[config.mk]
export PLATFORM = sky130hd
export DESIGN_NAME = hss_sequencer
export DESIGN_NICKNAME = d
export VERILOG_FILES = /design/src/logic/hss_pkg.sv /design/src/logic/hss_edge.sv /design/src/logic/hss_sequencer.sv
export SDC_FILE = /design/constraint.sdc
export NUM_CORES = 1
export LEC_CHECK = 0
export ABC_AREA = 1
export BUFFER_PORTS_ARGS = -buffer_cell sky130_fd_sc_hd__buf_2
export CAP_MARGIN = 20
export CORE_ASPECT_RATIO = 1.2
export CORE_MARGIN = 2
export CORE_UTILIZATION = 30
export DETAILED_ROUTE_END_ITERATION = 10
export PLACE_DENSITY = 0.63
export SETUP_SLACK_MARGIN = 0.15
export SLEW_MARGIN = 20
export SYNTH_ARGS = -nofsm -noshare
export SYNTH_HDL_FRONTEND = slang
export SYNTH_HIERARCHICAL = 1
export SYNTH_SLANG_ARGS = --single-unit
[constraint.sdc]
create_clock -name clk -period 2.8 [get_ports clk]
set_input_delay 0.56 -clock clk [delete_from_list [all_inputs] [get_ports clk]]
set_output_delay 0.56 -clock clk [all_outputs]
set_load 0.02 [all_outputs]
[src/logic/hss_pkg.sv]
// Package: shared constants and carrier types of the homing search sequencer
package hss_pkg;

  // Widths of the speed and position words
  localparam int SPEED_W = 16;
  localparam int POS_W   = 32;

  // Homing method codes handled here
  localparam logic [7:0] METHOD_12 = 8'h0C;
  localparam logic [7:0] METHOD_13 = 8'h0D;
  localparam logic [7:0] METHOD_14 = 8'h0E;

  // Direction encoding on the motion command
  localparam logic DIR_POS = 1'b1;
  localparam logic DIR_NEG = 1'b0;

  // Reset values
  localparam logic [SPEED_W-1:0] SPEED_RST  = 16'h0000;
  localparam logic [POS_W-1:0]   POS_RST    = 32'h0000_0000;
  localparam logic [7:0]         METHOD_RST = 8'h00;

  // Bit positions of the edge detector lanes
  localparam int LANE_SW  = 0;
  localparam int LANE_OT  = 1;
  localparam int LANE_IDX = 2;
  localparam int LANES    = 3;

  // Sequencer phases
  typedef enum logic [3:0] {
    HSS_IDLE,
    HSS_SEEK_OT,        // Negative at near speed, waiting for overtravel
    HSS_OUT_NEG,        // Outside switch, negative at near speed
    HSS_FALL_POS,       // Positive until switch falling edge
    HSS_FALL_NEG,       // Negative until switch falling edge
    HSS_RISE_POS,       // Positive until switch rising edge
    HSS_IDX_POS,        // Positive at index speed until index pulse
    HSS_IDX_NEG         // Negative at index speed until index pulse
  } hss_phase_t;

  // Motion command toward the control loop
  typedef struct packed {
    logic               en;
    logic               dir;
    logic [SPEED_W-1:0] speed;
  } hss_move_t;

  // Axis sensor inputs
  typedef struct packed {
    logic idx;
    logic ot;
    logic sw;
  } hss_sense_t;

  // Whole sequencer state
  typedef struct packed {
    hss_phase_t       phase;
    logic [7:0]       method;
    hss_move_t        move;
    logic             busy;
    logic             done;
    logic             err;
    logic [POS_W-1:0] home_pos;
  } hss_state_t;

endpackage : hss_pkg

[src/logic/hss_edge.sv]
// Edge detector: rising and falling strobes for a group of sensor lanes
`timescale 1ns/10ps
module hss_edge #(
  parameter int W = 3
) (
  input  wire logic         clk,   // System clock
  input  wire logic         rst,   // Synchronous reset, active high
  input  wire logic [W-1:0] level, // Sensor levels
  output logic      [W-1:0] rise,  // High in the same cycle as a 0 to 1 change
  output logic      [W-1:0] fall   // High in the same cycle as a 1 to 0 change
);

  logic [W-1:0] prev;
  logic [W-1:0] next_prev;

  // Previous sample; zero at reset so a level high at start reads as a rise
  always_comb begin
    next_prev = level;
  end

  always_ff @(posedge clk) begin
    if (rst) begin
      prev <= '0;
    end else begin
      prev <= next_prev;
    end
  end

  // Edges compare the live level with the stored one
  assign rise = level & ~prev;
  assign fall = ~level & prev;

endmodule : hss_edge

[src/logic/hss_sequencer.sv]
// Homing search sequencer for methods 12, 13 and 14
// Summary of operation
// - Method 12 outside: drive negative at near speed until switch rise (then negative index search) or overtravel.
// - Method 12 after overtravel: positive to switch fall, then negative index search.
// - Method 13 homes on index right of switch falling edge, from negative side.
// - Method 13: negative to switch fall at near speed, then positive index search.
// - Method 13 limit side: overtravel, positive to switch rise, then index search.
// - Method 14 homes on index left of switch falling edge, from negative side.
// - Method 14: negative to switch fall at near speed, then negative index search.
// - Near speed for switch and limit search, index speed for final search.
`timescale 1ns/10ps
module hss_sequencer (
  input  wire logic                        clk,                       // 40 MHz clock
  input  wire logic                        rst,                       // Sync reset, high
  input  wire logic                        start,                     // Begin a homing run
  input  wire logic                        abort,                     // Stop the run now
  input  wire logic [7:0]                  homing_method_select,      // Method code
  input  wire logic [hss_pkg::SPEED_W-1:0] near_sensor_search_speed,  // Switch/limit speed
  input  wire logic [hss_pkg::SPEED_W-1:0] index_search_speed,        // Index search speed
  input  wire logic                        home_switch_input,         // Home switch level
  input  wire logic                        negative_overtravel_input, // Negative limit
  input  wire logic                        index_pulse,               // Encoder index
  input  wire logic [hss_pkg::POS_W-1:0]   position,                  // Actual position
  output hss_pkg::hss_move_t               move,                      // Motion command
  output logic                             busy,                      // Run in progress
  output logic                             done,                      // Home found
  output logic                             err,                       // Run failed
  output logic [hss_pkg::POS_W-1:0]        home_position              // Latched home
);

  hss_pkg::hss_state_t st;
  hss_pkg::hss_state_t next_st;
  hss_pkg::hss_sense_t sense;
  logic [hss_pkg::LANES-1:0] rise;
  logic [hss_pkg::LANES-1:0] fall;

  // Gather sensor levels into one carrier
  assign sense.sw  = home_switch_input;
  assign sense.ot  = negative_overtravel_input;
  assign sense.idx = index_pulse;

  // Strobes follow the live level, so an event acts in the cycle it is sampled
  hss_edge #(
    .W (hss_pkg::LANES)
  ) u_edge (
    .clk   (clk),
    .rst   (rst),
    .level (sense),
    .rise  (rise),
    .fall  (fall)
  );

  // Build a motion command from direction and which speed to use
  function automatic hss_pkg::hss_move_t mk_move(
    input logic                        dir,
    input logic                        use_idx,
    input logic [hss_pkg::SPEED_W-1:0] near_spd,
    input logic [hss_pkg::SPEED_W-1:0] idx_spd
  );
    hss_pkg::hss_move_t m;
    m.en    = 1'b1;
    m.dir   = dir;
    m.speed = use_idx ? idx_spd : near_spd;
    return m;
  endfunction : mk_move

  // Stopped command
  function automatic hss_pkg::hss_move_t stop_move();
    hss_pkg::hss_move_t m;
    m.en    = 1'b0;
    m.dir   = hss_pkg::DIR_NEG;
    m.speed = hss_pkg::SPEED_RST;
    return m;
  endfunction : stop_move

  // Phase sequencing; speeds are re-read each cycle so a live change takes effect
  always_comb begin
    next_st = st;
    case (st.phase)
      hss_pkg::HSS_IDLE: begin
        // Start counts only here, so a repeat while busy is ignored
        if (start) begin
          next_st.method = homing_method_select;
          next_st.done   = 1'b0;
          next_st.err    = 1'b0;
          if (homing_method_select == hss_pkg::METHOD_12) begin
            // Inside the switch, leave it on the positive side first
            next_st.phase = home_switch_input ? hss_pkg::HSS_FALL_POS
                                              : hss_pkg::HSS_OUT_NEG;
            next_st.busy  = 1'b1;
          end else if (homing_method_select == hss_pkg::METHOD_13 ||
                       homing_method_select == hss_pkg::METHOD_14) begin
            next_st.phase = hss_pkg::HSS_FALL_NEG;
            next_st.busy  = 1'b1;
          end else begin
            // Other methods belong to other blocks
            next_st.err = 1'b1;
          end
        end
      end
      hss_pkg::HSS_OUT_NEG: begin
        // Method 12 outside: switch rise heading negative, else limit first
        if (sense.ot) begin
          next_st.phase = hss_pkg::HSS_FALL_POS;
        end else if (rise[hss_pkg::LANE_SW]) begin
          next_st.phase = hss_pkg::HSS_IDX_NEG;
        end
      end
      hss_pkg::HSS_SEEK_OT: begin
        // Spare limit search; no start path enters it at present
        if (sense.ot) begin
          next_st.phase = hss_pkg::HSS_RISE_POS;
        end
      end
      hss_pkg::HSS_FALL_NEG: begin
        // Inside or outside alike, a fall heading negative is the left switch edge
        if (sense.ot) begin
          // Limit reached before the switch: reverse
          next_st.phase = hss_pkg::HSS_RISE_POS;
        end else if (fall[hss_pkg::LANE_SW]) begin
          if (st.method == hss_pkg::METHOD_13) begin
            next_st.phase = hss_pkg::HSS_IDX_POS;
          end else begin
            next_st.phase = hss_pkg::HSS_IDX_NEG;
          end
        end
      end
      hss_pkg::HSS_FALL_POS: begin
        // Method 12: right edge of switch, then back left for the index
        if (fall[hss_pkg::LANE_SW]) begin
          next_st.phase = hss_pkg::HSS_IDX_NEG;
        end
      end
      hss_pkg::HSS_RISE_POS: begin
        // Limit path: a rise heading positive is the left switch edge
        if (rise[hss_pkg::LANE_SW]) begin
          next_st.phase = (st.method == hss_pkg::METHOD_13) ? hss_pkg::HSS_IDX_POS
                                                             : hss_pkg::HSS_IDX_NEG;
        end
      end
      hss_pkg::HSS_IDX_POS,
      hss_pkg::HSS_IDX_NEG: begin
        // Limit during the negative index search means no index was reachable
        if (st.phase == hss_pkg::HSS_IDX_NEG && sense.ot) begin
          next_st.phase = hss_pkg::HSS_IDLE;
          next_st.busy  = 1'b0;
          next_st.err   = 1'b1;
        end else if (rise[hss_pkg::LANE_IDX]) begin
          next_st.phase    = hss_pkg::HSS_IDLE;
          next_st.busy     = 1'b0;
          next_st.done     = 1'b1;
          next_st.home_pos = position;
        end
      end
      default: begin
        next_st.phase = hss_pkg::HSS_IDLE;
        next_st.busy  = 1'b0;
      end
    endcase

    // Abort wins over any step; motion stops on the next edge
    // Abort in idle is ignored so a stray pulse leaves the flags alone
    if (abort && st.phase != hss_pkg::HSS_IDLE) begin
      next_st.phase = hss_pkg::HSS_IDLE;
      next_st.busy  = 1'b0;
      next_st.err   = 1'b1;
    end

    // Motion command follows the phase being entered
    // Registered, so the drive never sees a decode glitch
    case (next_st.phase)
      hss_pkg::HSS_SEEK_OT,
      hss_pkg::HSS_OUT_NEG,
      hss_pkg::HSS_FALL_NEG: begin
        next_st.move = mk_move(hss_pkg::DIR_NEG, 1'b0, near_sensor_search_speed,
                               index_search_speed);
      end
      hss_pkg::HSS_FALL_POS,
      hss_pkg::HSS_RISE_POS: begin
        next_st.move = mk_move(hss_pkg::DIR_POS, 1'b0, near_sensor_search_speed,
                               index_search_speed);
      end
      hss_pkg::HSS_IDX_POS: begin
        next_st.move = mk_move(hss_pkg::DIR_POS, 1'b1, near_sensor_search_speed,
                               index_search_speed);
      end
      hss_pkg::HSS_IDX_NEG: begin
        next_st.move = mk_move(hss_pkg::DIR_NEG, 1'b1, near_sensor_search_speed,
                               index_search_speed);
      end
      default: begin
        next_st.move = stop_move();
      end
    endcase
  end

  // State register
  always_ff @(posedge clk) begin
    if (rst) begin
      st.phase    <= hss_pkg::HSS_IDLE;
      st.method   <= hss_pkg::METHOD_RST;
      st.move     <= '0;
      st.busy     <= 1'b0;
      st.done     <= 1'b0;
      st.err      <= 1'b0;
      st.home_pos <= hss_pkg::POS_RST;
    end else begin
      st <= next_st;
    end
  end

  // Outputs come straight from the state flops
  assign move          = st.move;
  assign busy          = st.busy;
  assign done          = st.done;
  assign err           = st.err;
  assign home_position = st.home_pos;

endmodule : hss_sequencer

==> results.toml <==
[cts]
cts-resized-gates = 0
htree_levels = 3
insertion_delay_ns = 0.33
clock-sinks = 67
cts_setup_buffers = 0
cts_tree = "done"
clockRootBuffer = "clkbuf_16"
cts.clk_slew.worst_paths_ns = 0.05
cts_made_buffers = 9
clk_path_buf_depth = 2
ctsHoldBuffers = 0

[timing]
slew_headroom = 0.325
worstMarginPinSlew_ns = 1.01
final.setup.tns_ns = 0
setup_viol = 0
fin_ws_ns = 0.774
skew_ns = 0.00388
hold_viol = 0
maxSlewViolCount = 0
rsz0062_at_grt = "false"
finalCritPeriodShare = 0.724
fmax_mhz = 494
fin_crit_ns = 2.03

[detailed_routing]
wl_um = 7280
dr.max_layer_used = "met4"
firstDrtPassIters = 4
ant_nets = 0
wl_met3_um = 736
vias_per_cell = 4.36
met2WireLength_um = 3230
vias = 2866
drc = 0
routedWlPerCell_um = 11.1
drt_iter0_drc = 87
drt-met1-wl_um = 3190

[critical_path]
max_stage_delay_ns = 0.45
cpMostUsedCell = "nand2_1"
crit_arrival_ns = 2.22
crit_path_top_delay_cell = "dfxtp_1"
worst-setup-path-type = "reg2reg"
path_cells = "nand2_1 > nand2_1 > o21ai_1 > nand2_1 > nand2_1 > nor2_1 > nand2_2 > nand2_1 > inv_1 > nand3_2 > nand3_4 > nand2_1 > a21oi_1"
r2r_cells = 13
startpoint_type = "flop"
required_ns = 3.00
worst_setup_path_end_kind = "flop"
worstPathMaxFanout = 16

[power]
ir_worst_vdd_v = 0.000279
total_power_mw = 2.22
leakage_nw = 1.87
power.density_nw_per_um2 = 568

[layout]
layout.area.seq_sq_um = 1340
multi_input_area_sq_um = 1280
fill_cells = 1102
diodes = 0
synthToLayoutAreaGrowth_pct = 21.6
final_util = 0.373
final_layout_size_suffix_gt1_frac = 0.365
nets = 603
stdcell_count = 658

[die]
die_w_um = 98.5
core_sq_um = 10500
pin_count = 132
dieHeight_um = 117
fp-row-count = 41
start_util = 0.307
dieArea_sq_um = 11600

[placed_design]
gp_congestion = 0.902
post-place-cells = 642
io_buffers = 131
dp_slack_ns = 0.451
dp_hpwl_um = 5430

[flow_run]
maxCapViolCount = 0

[hold_path]
hold_path_depth = 3
hold_class = "in2reg"

[grt]
grt_max_degree = 43
grt_usage = 0.127
grt-ovfl-total = 0
grt_pass1_vias = 2622
antenna_found_initial = 0
grt_pass1_wl_um = 11900

[yosys]
synth_nets = 522
yosys_warnings = 6
synthCells = 443
postSynthAreaPerCell_sq_um = 7.26
synth_area_sq_um = 3210

[outcome]
outcome = "complete, no violations"
[placed cells by master, fill, tap and decap left out, types with 5 or more instances in the layout]
cell	count
a21oi_1	17
a21oi_2	11
buf_2	131
clkbuf_16	9
dfxtp_1	67
inv_1	30
inv_2	7
nand2_1	54
nand2_2	14
nand3_1	8
nor2_1	104
nor2_2	5
o21ai_0	46
[final timing paths]
check,slack [ns],from,end
max,0.77,st[61],move[0]
min reg2reg,0.47,st[60],st[60]
min,0.46,index_pulse,u_edge/prev[2]
max reg2reg,0.77,st[61],move[0]
[critical path: cells and delay by family (launching register included)]
| family | cells | cell delay, ns |
|---|---|---|
| AND/OR/NAND/NOR | 10 | 1.17 |
| AO/OA/AOI/OAI | 2 | 0.19 |
| buffers and inverters | 1 | 0.07 |
| flip-flops | 1 | 0.45 |
[sequential cells by signal (all words and copies together), names as in the netlist]
register and count:
busy 1, done 1, err 1, home_position 32, move 18, st 12, u_edge/prev 2
[layout make-up]
| class | instances | share of cell area |
|---|---|---|
| Multi-Input combinational cell | 274 | 0.329 |
| Sequential cell | 67 | 0.343 |
| Clock inverter | 5 | 0.0134 |
| Clock buffer | 11 | 0.0621 |
| Tap cell | 129 | 0.0413 |
| Timing Repair Buffer | 135 | 0.175 |
| Inverter | 37 | 0.0355 |
[where the power goes]
| group | total (mW) | internal [mW] | switching, mW |
|---|---|---|---|
| Combinational | 0.138 | 0.0614 | 0.0763 |
| Clock | 1.11 | 0.708 | 0.404 |
| Sequential | 0.971 | 0.966 | 0.00542 |
| Total | 2.22 | 1.74 | 0.485 |
[through the flow]
stage	hold slack, ns	instance area, sq um
final	0.460	3910
after floorplan	0.429	3210
after detailed placement	0.455	3610
after global routing	0.472	3910
after global placement	0.439	3610
after CTS	0.447	3910
[routing by layer]
layer	GRT usage	vias to the layer above
met5	0	-
met3	0.0441	10
met1	0.150	1224
li1	-	1501
met2	0.203	131
met4	0.0634	0
Power figures use the tool's default switching activity.
